<file path="src/isr_pkg.sv">
// ==========================================================
// status reporting constants and carriers
package isr_pkg;

  // ==========================================================
  // widths
  localparam int REG_W = 16;
  localparam int BYTE_W = 8;

  // ==========================================================
  // questionable group bit positions
  localparam int QUEST_OV_BIT = 0;
  localparam int QUEST_OC_BIT = 1;
  localparam int QUEST_OVERTEMP_BIT = 4;
  localparam int QUEST_INHIBIT_BIT = 9;
  localparam int QUEST_UNREG_BIT = 10;

  // ==========================================================
  // operation group bit positions
  localparam int OPST_TRIG_WAIT_BIT = 5;
  localparam int OPST_CONST_VOLT_BIT = 8;
  localparam int OPST_CONST_CURR_BIT = 10;

  // ==========================================================
  // status byte bit positions
  localparam int STB_QUEST_BIT = 3;
  localparam int STB_MSG_BIT = 4;
  localparam int STB_EVENT_BIT = 5;
  localparam int STB_SERVICE_BIT = 6;
  localparam int STB_OPST_BIT = 7;

  // ==========================================================
  // reset values
  localparam logic [REG_W-1:0] RISE_RST = 16'hFFFF;
  localparam logic [REG_W-1:0] FALL_RST = 16'h0000;
  localparam logic [REG_W-1:0] ENABLE_RST = 16'h0000;
  localparam logic [BYTE_W-1:0] STD_EVENT_RST = 8'h00;
  localparam logic [BYTE_W-1:0] STD_ENABLE_RST = 8'h00;
  localparam logic [BYTE_W-1:0] SRE_CLEARED = 8'h00;
  localparam logic POWER_ON_CLEAR = 1'b1;

  // ==========================================================
  // commands and queries
  typedef enum logic [4:0] {
    CMD_NOP = 5'h00,
    CMD_QUEST_COND_RD = 5'h01,
    CMD_QUEST_RISE_WR = 5'h02,
    CMD_QUEST_RISE_RD = 5'h03,
    CMD_QUEST_FALL_WR = 5'h04,
    CMD_QUEST_FALL_RD = 5'h05,
    CMD_QUEST_EVENT_RD = 5'h06,
    CMD_QUEST_EN_WR = 5'h07,
    CMD_QUEST_EN_RD = 5'h08,
    CMD_OPST_COND_RD = 5'h09,
    CMD_OPST_RISE_WR = 5'h0A,
    CMD_OPST_RISE_RD = 5'h0B,
    CMD_OPST_FALL_WR = 5'h0C,
    CMD_OPST_FALL_RD = 5'h0D,
    CMD_OPST_EVENT_RD = 5'h0E,
    CMD_OPST_EN_WR = 5'h0F,
    CMD_OPST_EN_RD = 5'h10,
    CMD_STD_EVENT_RD = 5'h11,
    CMD_STD_EN_WR = 5'h12,
    CMD_STD_EN_RD = 5'h13,
    CMD_STB_RD = 5'h14,
    CMD_SRE_WR = 5'h15,
    CMD_SRE_RD = 5'h16,
    CMD_CLEAR_STATUS = 5'h17,
    CMD_SERIAL_POLL = 5'h18
  } isr_cmd_e;

  // ==========================================================
  // request and answer carriers
  typedef struct packed {
    logic valid;
    isr_cmd_e code;
    logic [REG_W-1:0] data;
  } isr_cmd_s;

  typedef struct packed {
    logic valid;
    logic [REG_W-1:0] data;
  } isr_rsp_s;

endpackage : isr_pkg

</file>
<file path="src/isr_filter_group.sv">
`timescale 1ns/1ps
// ==========================================================
// transition filtered status group
module isr_filter_group #(
  parameter int W = 16
) (
  // clock and reset
  input wire logic clk_sys,
  input wire logic rst_n,
  // monitored signals
  input wire logic [W-1:0] cond_in,
  // register access strobes
  input wire logic rise_wr,
  input wire logic fall_wr,
  input wire logic en_wr,
  input wire logic ev_rd,
  input wire logic cls,
  input wire logic [W-1:0] wdata,
  // register contents
  output logic [W-1:0] cond_o,
  output logic [W-1:0] rise_o,
  output logic [W-1:0] fall_o,
  output logic [W-1:0] ev_o,
  output logic [W-1:0] en_o,
  output logic summary_o
);

  logic [W-1:0] cond_r;
  logic [W-1:0] rise_r;
  logic [W-1:0] fall_r;
  logic [W-1:0] ev_r;
  logic [W-1:0] en_r;
  logic [W-1:0] ev_set;
  logic [W-1:0] ev_nxt;

  // ==========================================================
  // elaboration check
  if (W < 1 || W > isr_pkg::REG_W) begin : g_bad_width
    $error("filter group width out of range");
  end

  // live condition snapshot, no write path
  always_ff @(posedge clk_sys) begin
    if (!rst_n) begin
      cond_r <= '0;
    end else begin
      cond_r <= cond_in;
    end
  end

  // filters and enable, changed only by writes
  always_ff @(posedge clk_sys) begin
    if (!rst_n) begin
      rise_r <= isr_pkg::RISE_RST[W-1:0];
      fall_r <= isr_pkg::FALL_RST[W-1:0];
      en_r <= isr_pkg::ENABLE_RST[W-1:0];
    end else begin
      if (rise_wr) rise_r <= wdata;
      if (fall_wr) fall_r <= wdata;
      if (en_wr) en_r <= wdata;
    end
  end

  // edge detect, recurrence of a persisting risen cause
  always_comb begin
    ev_set = (rise_r & cond_in & ~cond_r)
           | (fall_r & ~cond_in & cond_r);
    if (ev_rd) begin
      ev_set = ev_set | (rise_r & cond_r);
    end
    ev_nxt = (cls || ev_rd) ? '0 : ev_r;
    ev_nxt = ev_nxt | ev_set;
  end

  // event latch, set wins over clear
  always_ff @(posedge clk_sys) begin
    if (!rst_n) begin
      ev_r <= '0;
    end else begin
      ev_r <= ev_nxt;
    end
  end

  assign cond_o = cond_r;
  assign rise_o = rise_r;
  assign fall_o = fall_r;
  assign ev_o = ev_r;
  assign en_o = en_r;
  assign summary_o = |(ev_r & en_r);
endmodule : isr_filter_group

</file>
<file path="src/isr_status_top.sv">
`timescale 1ns/1ps
module isr_status_top #(
  parameter int COND_W = 16
) (
  // clock and reset
  input wire logic clk_sys,
  input wire logic rst_n,
  // questionable supply flags
  input wire logic overvoltage_flag,
  input wire logic overcurrent_flag,
  input wire logic overtemperature_flag,
  input wire logic remote_inhibit_flag,
  input wire logic unregulated_flag,
  // operation supply flags
  input wire logic waiting_for_trigger_flag,
  input wire logic constant_voltage_flag,
  input wire logic constant_current_flag,
  // interface events and output queue state
  input wire logic [isr_pkg::BYTE_W-1:0] std_event_set,
  input wire logic message_available,
  // power-on settings
  input wire logic power_on_clear_setting,
  input wire logic [isr_pkg::BYTE_W-1:0] sre_saved,
  // command port
  input wire isr_pkg::isr_cmd_s cmd,
  // answer and service request
  output isr_pkg::isr_rsp_s rsp,
  output logic srq
);

  // ==========================================================
  // declarations
  localparam int BW = isr_pkg::BYTE_W;

  logic [COND_W-1:0] quest_cond_in;
  logic [COND_W-1:0] opst_cond_in;
  logic [COND_W-1:0] wdata;
  logic [COND_W-1:0] quest_cond;
  logic [COND_W-1:0] quest_rise;
  logic [COND_W-1:0] quest_fall;
  logic [COND_W-1:0] quest_event;
  logic [COND_W-1:0] quest_enable;
  logic [COND_W-1:0] opst_cond;
  logic [COND_W-1:0] opst_rise;
  logic [COND_W-1:0] opst_fall;
  logic [COND_W-1:0] opst_event;
  logic [COND_W-1:0] opst_enable;
  logic questionable_summary;
  logic operation_summary;
  logic [BW-1:0] std_event_r;
  logic [BW-1:0] std_enable_r;
  logic [BW-1:0] sre_r;
  logic [BW-1:0] std_event_nxt;
  logic [BW-1:0] stb_base;
  logic event_summary_bit;
  logic master_summary_bit;
  logic master_summary_q_r;
  logic master_rise;
  logic request_service_latch_r;
  logic request_service_nxt;
  logic is_cmd_quest_rise_wr;
  logic is_cmd_quest_fall_wr;
  logic is_cmd_quest_en_wr;
  logic is_cmd_quest_ev_rd;
  logic is_cmd_opst_rise_wr;
  logic is_cmd_opst_fall_wr;
  logic is_cmd_opst_en_wr;
  logic is_cmd_opst_ev_rd;
  logic is_cmd_std_ev_rd;
  logic is_cmd_std_en_wr;
  logic is_cmd_sre_wr;
  logic is_cmd_cls;
  logic is_cmd_poll;
  logic is_cmd_stb_rd;
  logic rd_valid;
  logic [isr_pkg::REG_W-1:0] rd_data;
  isr_pkg::isr_rsp_s rsp_r;

  // ==========================================================
  // elaboration check
  if (COND_W <= isr_pkg::QUEST_UNREG_BIT
      || COND_W > isr_pkg::REG_W) begin : g_bad_width
    $error("condition width cannot hold the flags");
  end

  // ==========================================================
  // condition vectors from supply flags
  always_comb begin
    quest_cond_in = '0;
    quest_cond_in[isr_pkg::QUEST_OV_BIT] = overvoltage_flag;
    quest_cond_in[isr_pkg::QUEST_OC_BIT] = overcurrent_flag;
    quest_cond_in[isr_pkg::QUEST_OVERTEMP_BIT] = overtemperature_flag;
    quest_cond_in[isr_pkg::QUEST_INHIBIT_BIT] = remote_inhibit_flag;
    quest_cond_in[isr_pkg::QUEST_UNREG_BIT] = unregulated_flag;
  end

  // operation flags
  always_comb begin
    opst_cond_in = '0;
    opst_cond_in[isr_pkg::OPST_TRIG_WAIT_BIT] =
      waiting_for_trigger_flag;
    opst_cond_in[isr_pkg::OPST_CONST_VOLT_BIT] =
      constant_voltage_flag;
    opst_cond_in[isr_pkg::OPST_CONST_CURR_BIT] =
      constant_current_flag;
  end

  // ==========================================================
  // command decode
  assign wdata = cmd.data[COND_W-1:0];
  assign is_cmd_quest_rise_wr =
    cmd.valid && cmd.code == isr_pkg::CMD_QUEST_RISE_WR;
  assign is_cmd_quest_fall_wr =
    cmd.valid && cmd.code == isr_pkg::CMD_QUEST_FALL_WR;
  assign is_cmd_quest_en_wr =
    cmd.valid && cmd.code == isr_pkg::CMD_QUEST_EN_WR;
  assign is_cmd_quest_ev_rd =
    cmd.valid && cmd.code == isr_pkg::CMD_QUEST_EVENT_RD;
  assign is_cmd_opst_rise_wr =
    cmd.valid && cmd.code == isr_pkg::CMD_OPST_RISE_WR;
  assign is_cmd_opst_fall_wr =
    cmd.valid && cmd.code == isr_pkg::CMD_OPST_FALL_WR;
  assign is_cmd_opst_en_wr =
    cmd.valid && cmd.code == isr_pkg::CMD_OPST_EN_WR;
  assign is_cmd_opst_ev_rd =
    cmd.valid && cmd.code == isr_pkg::CMD_OPST_EVENT_RD;
  // common commands for the standard group
  assign is_cmd_std_ev_rd =
    cmd.valid && cmd.code == isr_pkg::CMD_STD_EVENT_RD;
  assign is_cmd_std_en_wr =
    cmd.valid && cmd.code == isr_pkg::CMD_STD_EN_WR;
  assign is_cmd_sre_wr = cmd.valid && cmd.code == isr_pkg::CMD_SRE_WR;
  assign is_cmd_cls = cmd.valid && cmd.code == isr_pkg::CMD_CLEAR_STATUS;
  assign is_cmd_poll = cmd.valid && cmd.code == isr_pkg::CMD_SERIAL_POLL;
  assign is_cmd_stb_rd = cmd.valid && cmd.code == isr_pkg::CMD_STB_RD;

  // ==========================================================
  // filtered groups
  isr_filter_group #(.W(COND_W)) u_quest (
    .clk_sys(clk_sys),
    .rst_n(rst_n),
    .cond_in(quest_cond_in),
    .rise_wr(is_cmd_quest_rise_wr),
    .fall_wr(is_cmd_quest_fall_wr),
    .en_wr(is_cmd_quest_en_wr),
    .ev_rd(is_cmd_quest_ev_rd),
    .cls(is_cmd_cls),
    .wdata(wdata),
    .cond_o(quest_cond),
    .rise_o(quest_rise),
    .fall_o(quest_fall),
    .ev_o(quest_event),
    .en_o(quest_enable),
    .summary_o(questionable_summary)
  );

  // same structure for the operation group
  isr_filter_group #(.W(COND_W)) u_opst (
    .clk_sys(clk_sys),
    .rst_n(rst_n),
    .cond_in(opst_cond_in),
    .rise_wr(is_cmd_opst_rise_wr),
    .fall_wr(is_cmd_opst_fall_wr),
    .en_wr(is_cmd_opst_en_wr),
    .ev_rd(is_cmd_opst_ev_rd),
    .cls(is_cmd_cls),
    .wdata(wdata),
    .cond_o(opst_cond),
    .rise_o(opst_rise),
    .fall_o(opst_fall),
    .ev_o(opst_event),
    .en_o(opst_enable),
    .summary_o(operation_summary)
  );

  // ==========================================================
  // standard event latch, set wins over read or clear
  always_comb begin
    std_event_nxt = (is_cmd_std_ev_rd || is_cmd_cls) ? '0
                    : std_event_r;
    std_event_nxt = std_event_nxt | std_event_set;
  end

  // standard event latch
  always_ff @(posedge clk_sys) begin
    if (!rst_n) begin
      std_event_r <= isr_pkg::STD_EVENT_RST;
    end else begin
      std_event_r <= std_event_nxt;
    end
  end

  // standard enable, written only
  always_ff @(posedge clk_sys) begin
    if (!rst_n) begin
      std_enable_r <= isr_pkg::STD_ENABLE_RST;
    end else if (is_cmd_std_en_wr) begin
      std_enable_r <= cmd.data[BW-1:0];
    end
  end

  assign event_summary_bit = |(std_event_r & std_enable_r);

  // ==========================================================
  // service request enable, power-on value chosen by setting
  always_ff @(posedge clk_sys) begin
    if (!rst_n) begin
      if (power_on_clear_setting == isr_pkg::POWER_ON_CLEAR) begin
        sre_r <= isr_pkg::SRE_CLEARED;
      end else begin
        sre_r <= sre_saved;
      end
    end else if (is_cmd_sre_wr) begin
      sre_r <= cmd.data[BW-1:0];
    end
  end

  // ==========================================================
  // status byte without bit 6
  always_comb begin
    stb_base = '0;
    stb_base[isr_pkg::STB_QUEST_BIT] = questionable_summary;
    stb_base[isr_pkg::STB_MSG_BIT] = message_available;
    stb_base[isr_pkg::STB_EVENT_BIT] = event_summary_bit;
    stb_base[isr_pkg::STB_OPST_BIT] = operation_summary;
  end

  // live master summary and its rising edge
  assign master_summary_bit = |(stb_base & sre_r);
  assign master_rise = master_summary_bit & ~master_summary_q_r;
  assign request_service_nxt = master_rise
    | (request_service_latch_r & ~is_cmd_poll);

  // request latch and edge history
  always_ff @(posedge clk_sys) begin
    if (!rst_n) begin
      master_summary_q_r <= 1'b0;
      request_service_latch_r <= 1'b0;
    end else begin
      master_summary_q_r <= master_summary_bit;
      request_service_latch_r <= request_service_nxt;
    end
  end

  assign srq = request_service_latch_r;

  // ==========================================================
  // query answer mux
  always_comb begin
    rd_valid = cmd.valid;
    rd_data = '0;
    case (cmd.code)
      isr_pkg::CMD_QUEST_COND_RD: rd_data[COND_W-1:0] = quest_cond;
      isr_pkg::CMD_QUEST_RISE_RD: rd_data[COND_W-1:0] = quest_rise;
      isr_pkg::CMD_QUEST_FALL_RD: rd_data[COND_W-1:0] = quest_fall;
      isr_pkg::CMD_QUEST_EVENT_RD: rd_data[COND_W-1:0] = quest_event;
      isr_pkg::CMD_QUEST_EN_RD: rd_data[COND_W-1:0] = quest_enable;
      isr_pkg::CMD_OPST_COND_RD: rd_data[COND_W-1:0] = opst_cond;
      isr_pkg::CMD_OPST_RISE_RD: rd_data[COND_W-1:0] = opst_rise;
      isr_pkg::CMD_OPST_FALL_RD: rd_data[COND_W-1:0] = opst_fall;
      isr_pkg::CMD_OPST_EVENT_RD: rd_data[COND_W-1:0] = opst_event;
      isr_pkg::CMD_OPST_EN_RD: rd_data[COND_W-1:0] = opst_enable;
      isr_pkg::CMD_STD_EVENT_RD: rd_data[BW-1:0] = std_event_r;
      isr_pkg::CMD_STD_EN_RD: rd_data[BW-1:0] = std_enable_r;
      isr_pkg::CMD_SRE_RD: rd_data[BW-1:0] = sre_r;
      isr_pkg::CMD_STB_RD: begin
        rd_data[BW-1:0] = stb_base;
        rd_data[isr_pkg::STB_SERVICE_BIT] = master_summary_bit;
      end
      isr_pkg::CMD_SERIAL_POLL: begin
        rd_data[BW-1:0] = stb_base;
        rd_data[isr_pkg::STB_SERVICE_BIT] =
          request_service_latch_r;
      end
      default: rd_valid = 1'b0;
    endcase
  end

  // registered answer, one cycle after the request
  always_ff @(posedge clk_sys) begin
    if (!rst_n) begin
      rsp_r <= '0;
    end else begin
      rsp_r.valid <= rd_valid;
      rsp_r.data <= rd_data;
    end
  end

  assign rsp = rsp_r;
endmodule : isr_status_top

</file>
<file path="config.mk">
export PLATFORM = sky130hd
export DESIGN_NAME = isr_status_top
export DESIGN_NICKNAME = d
export VERILOG_FILES = /design/src/isr_pkg.sv /design/src/isr_filter_group.sv /design/src/isr_status_top.sv
export SDC_FILE = /design/constraint.sdc
export NUM_CORES = 1
export LEC_CHECK = 0
export ABC_AREA = 1
export BUFFER_PORTS_ARGS = -buffer_cell sky130_fd_sc_hd__buf_2
export CORE_MARGIN = 4
export CORE_UTILIZATION = 54
export DETAILED_ROUTE_END_ITERATION = 8
export GPL_TIMING_DRIVEN = 0
export HOLD_SLACK_MARGIN = 0.03
export PLACE_DENSITY_LB_ADDON = 0.25
export RECOVER_POWER = 100
export SLEW_MARGIN = 25
export SYNTH_ARGS = -nofsm -noshare
export SYNTH_HDL_FRONTEND = slang
export SYNTH_SLANG_ARGS = --single-unit
</file>
<file path="constraint.sdc">
create_clock -name clk_sys -period 2.2 [get_ports clk_sys]
set_input_delay 0.11 -clock clk_sys [delete_from_list [all_inputs] [get_ports clk_sys]]
set_output_delay 0.11 -clock clk_sys [all_outputs]
set_load 0.05 [all_outputs]
</file>
; ---- Yosys cells after proc, flatten, opt, wreduce, memory -nomap -nowiden
; Index checks and enable logic that the tools add are counted.
[op_classes]
n_eq_ne = 25
muxes = 10
bitwise = 30
reduce_logical = 22
[ops]
columns = cell, count
row1 = $and 16x16->16, 10
row2 = $pmux 8 s15, 1
row3 = $or 16x16->16, 6
row4 = $pmux 8 s10, 1
row5 = $mux 16, 4
row6 = $eq 5x5->1 const B, 9
row7 = $eq 5x4->1 const B, 8
row8 = $and 16x11->16, 2
row9 = $mux 8, 4
row10 = $not 11->16, 2
row11 = $not 16->16, 2
row12 = $reduce_or 16->1, 2
row13 = $eq 5x3->1 const B, 4
row14 = $and 8x8->8, 2
row15 = $reduce_or 8->1, 2
row16 = $reduce_or 15->1, 1
row17 = $logic_and 1x1->1, 13
row18 = $eq 5x2->1 const B, 2
row19 = $or 8x8->8, 1
row20 = $eq 5x1->1 const B, 1
row21 = $logic_or 1x1->1, 3
row22 = $and 1x1->1, 2
row23 = $ne 2x1->1 const B, 1
row24 = $not 1->1, 2
row25 = other kinds (2), 2
[totals]
reg_bits = 203
input_bits = 50
output_inout_bits = 18
wordCells = 106

; ---- Logic depth before layout (Yosys ltp)
; Gate-level depths: netlist of run 1.
[depth]
word_depth = 7
depth_mapped = 11
depth_no_buf = 10

; ---- Modules after synthesis
; Synthesis of run 1 repeated with hierarchy kept, for this count alone.
[unflattened]
hier_cells = 1470
area_unflattened_um2 = 9565.4
[modules_own_cells]
columns = module, n_inst, cells_per_inst, area_per_inst_um2
row1 = isr_filter_group, 2, 446, 3178.0
row2 = isr_status_top, 1, 578, 3209.3

; ---- Least setup slack after synthesis of run 1
; Ideal clock, no wire load.
[synth_path]
path_type = input -> register
startpoint = input cmd[20] in the netlist's numbering
endpoint = register sre_r[0] (enable)
arrival_time_ps = 1172
slack_ps = 641
cell_stages = 3
path_buffers = 1
cell_sequence = buf_2 > nand3_1 > o31ai_1
[synth_via]
elab_chain_len = 3
[synth_lines]
columns = element, line_no
row1 = "start, declared", isr_status_top.sv:25  ; input wire isr_pkg::isr_cmd_s cmd,
row2 = $eq 5x5->1, isr_status_top.sv:132  ; assign is_cmd_sre_wr = cmd.valid && cmd.code == isr_pkg::CMD_SRE_WR;
row3 = $logic_and 1x1->1, isr_status_top.sv:132
row4 = $ne 2x1->1 (no line), --
row5 = "end signal, assigned", isr_status_top.sv:209  ; sre_r <= isr_pkg::SRE_CLEARED;
row6 = "end signal, assigned", isr_status_top.sv:211  ; sre_r <= sre_saved;
row7 = "end signal, assigned", isr_status_top.sv:214  ; sre_r <= cmd.data[BW-1:0];
row8 = "end, declared", isr_status_top.sv:52  ; logic [BW-1:0] sre_r;
; No other way between the ends.
; A chain may end at the register's enable or synchronous reset.

; ---- Worst setup path after layout of run 1
[layout_path]
startpoint = input cmd[17] in the netlist's numbering
endpoint = register u_quest.rise_r[11], in the netlist u_quest.rise_o[11]
[layout_via]
elab_chain_len = 2
[layout_lines]
columns = element, line_no
row1 = $eq 5x2->1, isr_status_top.sv:112  ; cmd.valid && cmd.code == isr_pkg::CMD_QUEST_RISE_WR;
row2 = $logic_and 1x1->1, isr_status_top.sv:112
row3 = "end signal, assigned", isr_filter_group.sv:54  ; rise_r <= isr_pkg::RISE_RST[W-1:0];
row4 = "end signal, assigned", isr_filter_group.sv:58  ; if (rise_wr) rise_r <= wdata;
row5 = "end, declared", isr_filter_group.sv:29  ; logic [W-1:0] rise_r;
; No other way between the ends.

==> results by group, run 1 <==
Power and ir drop
  • Worst IR Drop VDD: 0.5781 mV
  • PD cells: 765.4 nW/µm²
  • Seq pwr share: 47.5%
  • Clk pwr share: 44.1%
  • Internal power: 4.668 mW
  • Switching Fraction: 25.28%
  • Comb power frac: 8.4%
  • Switching pwr: 1.580 mW
  • Leakage: 3.696 nW

Clocking
  • Clk_lat worst skew: 440 ps
  • Bufs on Longest Clock Path: 2
  • Clk Tree Root Cell: clkbuf_16
  • Post-CTS Hold Fix Bufs: 28
  • Post-CTS Resized: 0
  • Total CTS buffers: 17
  • CTS tree: done
  • Sink Count: 155
  • H-Tree Depth: 4
  • Clock-pin transition on the worst setup and hold timing paths: 60 ps
  • Post-CTS Setup Bufs: 0

Timing
  • Final setup viols: 0
  • Worst slew pin tran: 834.0 ps
  • Relative slew margins: 44.40%
  • Final Max Tran Viols: 0
  • Period minus WS final: 1841 ps
  • Tcrit/Tclk final: 83.69%
  • FMAX: 0.5431 GHz
  • Clk_skew: 11.10 ps
  • Setup TNS: 0 ps
  • RSZ-0062 raised after global routing: no
  • Fin. Hold Viols: 0

Synth
  • Mean post-synth cell area: 6.882 µm²
  • Yosys cell types: 33
  • Sequential-to-total area share from yosys stat: 46.25%
  • Syn. warnings: 0
  • Mapped Area: 6882 µm²
  • Post-Syn Nets: 1050
  • Synthesized flop and latch total: 155
  • Cells after synthesis: 1000

Global routing
  • Largest net degree at the start of global routing: 17
  • GRT overflow: 0
  • Global-route wire length before repair: 35080 µm
  • Gr usage total: 31.69%
  • Initial antenna violation count: 0
  • Vias in the first global route: 6503

Critical path
  • Critical Path End Type: register
  • CP max FO: 10
  • CP required: 2490 ps
  • Critical path type: primary input to register
  • Worst EP arrival: 2130 ps
  • Startpoint types: primary input

Layout
  • ANT cells: 0
  • Proportion of layout cells with a drive suffix above 1: 9.473%
  • Post-route cell area: 8163 µm²
  • Area growth, synth to finish: 18.62%
  • Most frequent cells in the layout: 289 x nand2_1, 147 x dfxtp_1, 133 x nor2_1
  • Fillers: 1119
  • Nets: 1156
  • Most common cell after layout, fill and taps aside: nand2_1

Detailed routing
  • Remaining DRCs: 0
  • Met3 routed WL: 2425 µm
  • Via-to-Cell Ratio: 5.551
  • Iteration-0 DRC Markers: 1048
  • ANT nets after route: 0
  • DRT Wirelength: 22870 µm
  • Highest routed layer: met4
  • Avg WL per Cell: 17.77 µm
  • M1 wire length: 9476 µm
  • Routed wl met2: 10130 µm
  • TritonRoute pass-1 iters: 6
  • Vias: 7144

Floorplan
  • Die Ht: 120.9 µm
  • Die area: 14610 µm²
  • Die Wd: 120.9 µm
  • Row cnt: 40
  • Starting Density: 56.12%
  • Core Footprint: 12260 µm²
  • I/O Pins: 68

Place
  • Placement-stage cell area: 7392 µm²
  • Routability cong.: 0.9955
  • Number of port buffers: 59
  • HPWL Detailed: 15660 µm

Run
  • Max Cap Viol: 0

Outcome
  • Status: finished, final reports clean

Worst hold path
  • Worst Hold Class: primary input to register
==> power by group through the flow <==
stage / combinational [mW] / clock (mW) / sequential, mW
after floorplan: 0.250 / 0 / 3.06
after global placement: 0.471 / 0 / 3.02
after detailed placement: 0.477 / 0 / 3.03
after CTS: 0.517 / 2.75 / 2.96
after global routing: 0.565 / 2.89 / 2.97
final: 0.522 / 2.76 / 2.97
==> worst max-delay path, cell delays in order <==
cell,delay (ps)
buf_2,170
inv_2,50
nor2_1,130
nand2_2,130
nor2_4,170
inv_2,50
nor2_1,500
inv_1,350
buf_2,310
nand2_1,90
nand3_1,60
==> cells by family after synthesis <==
kind of cell / Yosys count / share of synthesized area (%)
buffers and inverters: 145 / 8.345
AND/OR/NAND/NOR: 514 / 31.15
AO/OA/AOI/OAI: 186 / 14.25
flip-flops: 155 / 46.25
==> sequential cells by signal, indices dropped and copies added (netlist names), 8 cells and up <==
signal and flops:
u_quest.rise_o 16, sre_r 8, std_event_r 8, u_opst.fall_o 16, std_enable_r 8, rsp 17, u_quest.en_o 16, u_opst.en_o 16
u_quest.fall_o 16, u_opst.rise_o 16
==> worst paths after layout <==
| kind | start | end | slack (ps) | depth (start not counted) |
|---|---|---|---|---|
| setup reg to reg | u_quest.ev_o[4]$_SDFF_PN0_ | rsp[3]$_SDFF_PN0_ | 880 | 7 |
| hold reg to reg | master_summary_q_r$_SDFF_PN0_ | srq$_SDFF_PN0_ | 430 | 1 |
| hold / removal | sre_saved[3] | sre_r[3]$_DFFE_PP_ | 40 | 3 |
| setup / recovery | cmd[17] | u_quest.rise_o[11]$_SDFFE_PN1P_ | 360 | 11 |
==> per-layer routing <==
layer | vias up | GRT usage, %
met5 | - | 0
met3 | 63 | 7.506
met1 | 3268 | 42.69
met4 | 0 | 12.96
li1 | 3402 | -
met2 | 411 | 48.94
==> synth_stat cells, drive strengths merged <==
cell     number  area share (%)
nand4         4            0.36
nor2        144             9.0
o22ai         4            0.36
and2          1           0.091
or2           2            0.18
dfxtp       147              43
clkinv        1           0.054
buf          20             1.5
nand3        67             4.9
o21ai       102             7.4
nor3          4            0.53
o211ai        6            0.65
clkbuf       24             1.3
nand2       291              16
a41oi         2            0.25
a21oi        64             4.7
o31ai         4            0.44
nor3b         1            0.11
inv         100             5.5
a22o          2            0.25
a31oi         1           0.091
edfxtp        8             3.5
o2bb2ai       1            0.13
==> stage by stage <==
stage / setup slack [ps] / hold WS, ps / std cells / util, % / power (mW)
floorplan: 641.1 / 207.6 / 1000 / - / 3.305
CTS: 735.3 / 31.38 / 1287 / 67.04 / 6.236
global placement: 114.5 / 324.7 / 1227 / 60.24 / 3.495
detailed placement: 293.6 / 332.2 / 1227 / 60.29 / 3.503
finish: 358.8 / 36.25 / 1287 / 66.57 / 6.248
global route: 321.0 / 68.30 / 1287 / 66.57 / 6.429
==> layout make-up <==
cell class                      instances  area (µm²)  share of cell area [%]
Buffer                                 44       187.7                   2.299
Clock buffer                           23       457.9                   5.610
Clock inverter                          9       90.09                   1.104
Inverter                              101       379.1                   4.644
Multi-Input combinational cell        700        3104                   38.03
Sequential cell                       155        3183                   38.99
Tap cell                              168       210.2                   2.575
Timing Repair Buffer                   87       550.5                   6.744
Note: power is estimated with default switching activity, not from simulation.
==> inputs of run 2 (changes only) <==
--- a/config.mk
+++ b/config.mk
@@ -8,7 +8,7 @@
 export ABC_AREA = 1
 export BUFFER_PORTS_ARGS = -buffer_cell sky130_fd_sc_hd__buf_2
 export CORE_MARGIN = 4
-export CORE_UTILIZATION = 54
+export CORE_UTILIZATION = 53
 export DETAILED_ROUTE_END_ITERATION = 8
 export GPL_TIMING_DRIVEN = 0
 export HOLD_SLACK_MARGIN = 0.03
==> constraint.sdc (replaced) <==
create_clock -name clk_sys -period 1.5 [get_ports clk_sys]
set_input_delay 0.075 -clock clk_sys [delete_from_list [all_inputs] [get_ports clk_sys]]
set_output_delay 0.075 -clock clk_sys [all_outputs]
set_load 0.05 [all_outputs]
==> run 2 against run 1 <==
  * Cell count is 0.78% higher
  * Die area grew 1.8%
  * Core utilization decreased by 1.4 points
  * Global-route usage is 0.42 points lower
  * Non-clock buffer count increased by 7
  * Via count about the same
  * Clock skew is essentially flat
  * Clock power up 45%
  * First-iteration DRC count shrank 16%
  * Critical path depth grew 1
  * Sequential power rose by 46%
  * Critical path type unchanged
  * Largest cell class unchanged
  * Largest power group unchanged
==> results by group, run 2 (synthesis results as in run 1) <==
Outcome
  • Status: finished, final reports clean

Critical path
  • Critical-path top delay cell: nor2_2
  • Critical Path End Type: register
  • Startpoint types: primary input
  • Worst flop-to-flop path endpoint: rsp[6]$_SDFF_PN0_
  • CP delay by family, top: simple AND/OR/NAND/NOR gates
  • Critical path type: primary input to register
  • WP buf/inv: 5
  • CP Cell Sequence: buf_2, inv_1, nor2_2, nand3_2, inv_2, clkbuf_4, nand2_1, nand2_1, nor2_1, nand3_1, nand2_1, inv_1
  • Flop2flop setup slack: 110 ps
  • R2R cell count: 8
  • R2r startpoint: u_opst.ev_o[10]$_SDFF_PN0_
  • Worst EP arrival: 1820 ps
  • CP max FO: 10
  • CP required: 1890 ps
  • Most frequent CP cell: nand2_1
  • Critical Path Max Stage Delay: 290 ps

Layout
  • Area growth, synth to finish: 19.98%
  • Number of flip-flops in the largest register: 17
  • Most frequent cells in the layout: 287 x nand2_1, 147 x dfxtp_1, 131 x nor2_1
  • Final Util: 65.16%
  • Proportion of layout cells with a drive suffix above 1: 10.93%
  • Most common cell after layout, fill and taps aside: nand2_1
  • Finished Layout Cells: 1297
  • Nets: 1163
  • ANT cells: 0

Worst hold path
  • Hold EP: sre_r[3]$_DFFE_PP_
  • Hold wc startpoint: sre_saved[3]
  • Worst hold path depth: 3
  • Worst Hold Class: primary input to register

Floorplan
  • Die Ht: 122.0 µm
  • I/O Pins: 68
  • Starting Density: 54.31%
  • Die area: 14870 µm²
  • Core Footprint: 12670 µm²
  • Row cnt: 41
  • Die Wd: 122.0 µm

Timing
  • Clk_skew: 11.06 ps
  • Final setup viols: 0
  • FMAX: 0.6980 GHz
  • Fin. Hold Viols: 0
  • Period minus WS final: 1433 ps
  • RSZ-0062 raised after global routing: no
  • Tcrit/Tclk final: 95.51%
  • Worst slew pin tran: 849.8 ps
  • Final Max Tran Viols: 0
  • Relative slew margins: 43.35%

Global routing
  • Global-route wire length before repair: 34590 µm
  • Largest net degree at the start of global routing: 17
  • Initial antenna violation count: 0
  • GRT overflow: 0
  • Vias in the first global route: 6278
  • Gr usage total: 31.27%

Place
  • Number of port buffers: 59
  • Routability cong.: 0.9822
  • Placed cells: 1231
  • HPWL Detailed: 15700 µm

Clocking
  • CTS tree: done
  • Clk_lat worst skew: 450 ps
  • Clk Tree Root Cell: clkbuf_16
  • Total CTS buffers: 17
  • H-Tree Depth: 4
  • Sink Count: 155
  • Clock-pin transition on the worst setup and hold timing paths: 60 ps
  • Bufs on Longest Clock Path: 2

Power and ir drop
  • Worst IR Drop VDD: 0.8712 mV
  • PD cells: 1107 nW/µm²
  • Leakage: 3.745 nW

Detailed routing
  • TritonRoute pass-1 iters: 6
  • Iteration-0 DRC Markers: 880
  • Avg WL per Cell: 17.74 µm
  • ANT nets after route: 0
  • Via-to-Cell Ratio: 5.512
  • DRT Wirelength: 23010 µm
  • Remaining DRCs: 0
  • Vias: 7149

Run
  • Max Cap Viol: 0
==> run 2: changes by cell type in the layout (fill, tap and decap cells not counted), moves of 4 or more <==
cell	delta
buf_2	-4
clkbuf_1	-9
dlygate4sd3_1	+5
clkbuf_2	+12
==> run 2: per-stage QoR <==
step | worst slack, ps | power (mW) | cell area [µm²] | setup TNS, ps | hold slack (ps)
after global placement | -403.7 | 5.135 | 7397 | -20830 | 288.8
after global routing | 26.66 | 9.387 | 8257 | 0 | 58.81
after detailed placement | -429.0 | 5.140 | 7397 | -19880 | 293.2
after floorplan | 209.8 | 4.849 | 6887 | 0 | 172.6
after CTS | 33.49 | 9.115 | 8268 | 0 | 30.68
final | 67.30 | 9.139 | 8257 | 0 | 48.28
==> run 2: timing repair <==
action | 4_1_cts | 5_1_grt
setup endpoints to repair | 0 | 13
hold endpoints to repair | 73 | 0
gates resized for setup | 0 | 2
setup buffers | 0 | 2
hold buffers | 33 | 0
==> run 2: cell type report <==
type | instances | area (µm²)
fill | 1222 | 4414
clock buffer | 22 | 474.2
tap | 172 | 215.2
sequential | 155 | 3183
timing repair buffer | 94 | 614.3
clock inverter | 9 | 66.31
multi-input combinational | 700 | 3129
inverter | 101 | 379.1
buffer | 44 | 195.2
==> run 2: power by group <==
group	switching, mW	internal (mW)
Sequential	0.0717	4.28
Combinational	0.541	0.248
Clock	1.77	2.24
==> run 2: worst register-to-register path, delay by kind of cell, from the launching register on <==
family	cells	cell delay (ps)
simple gates	6	580
flops	1	340
buf+inv	1	30
compound gates	1	270
==> run 2: worst max-delay path by stage <==
stage,cells past startpoint,start,slack (ps),endpoint
after floorplan,3,cmd[20],210,sre_r[0]$_DFFE_PP_
after global placement,4,rst_n,-400,sre_r[7]$_DFFE_PP_
after detailed placement,4,rst_n,-430,sre_r[3]$_DFFE_PP_
after CTS,4,rst_n,30,sre_r[3]$_DFFE_PP_
after global routing,9,cmd[18],30,rsp[0]$_SDFF_PN0_
final,12,cmd[19],70,rsp[7]$_SDFF_PN0_
==> run 2: per-layer routing <==
layer | wire length (µm) | global-route usage (%) | vias to the layer above | share of wire, %
li1 | - | - | 3427 | -
met1 | 9604 | 41.92 | 3289 | 42
met2 | 10410 | 47.96 | 381 | 45
met3 | 2324 | 9.564 | 52 | 10
met4 | 664 | 11.06 | 0 | 2.9
met5 | 0 | 0 | - | 0
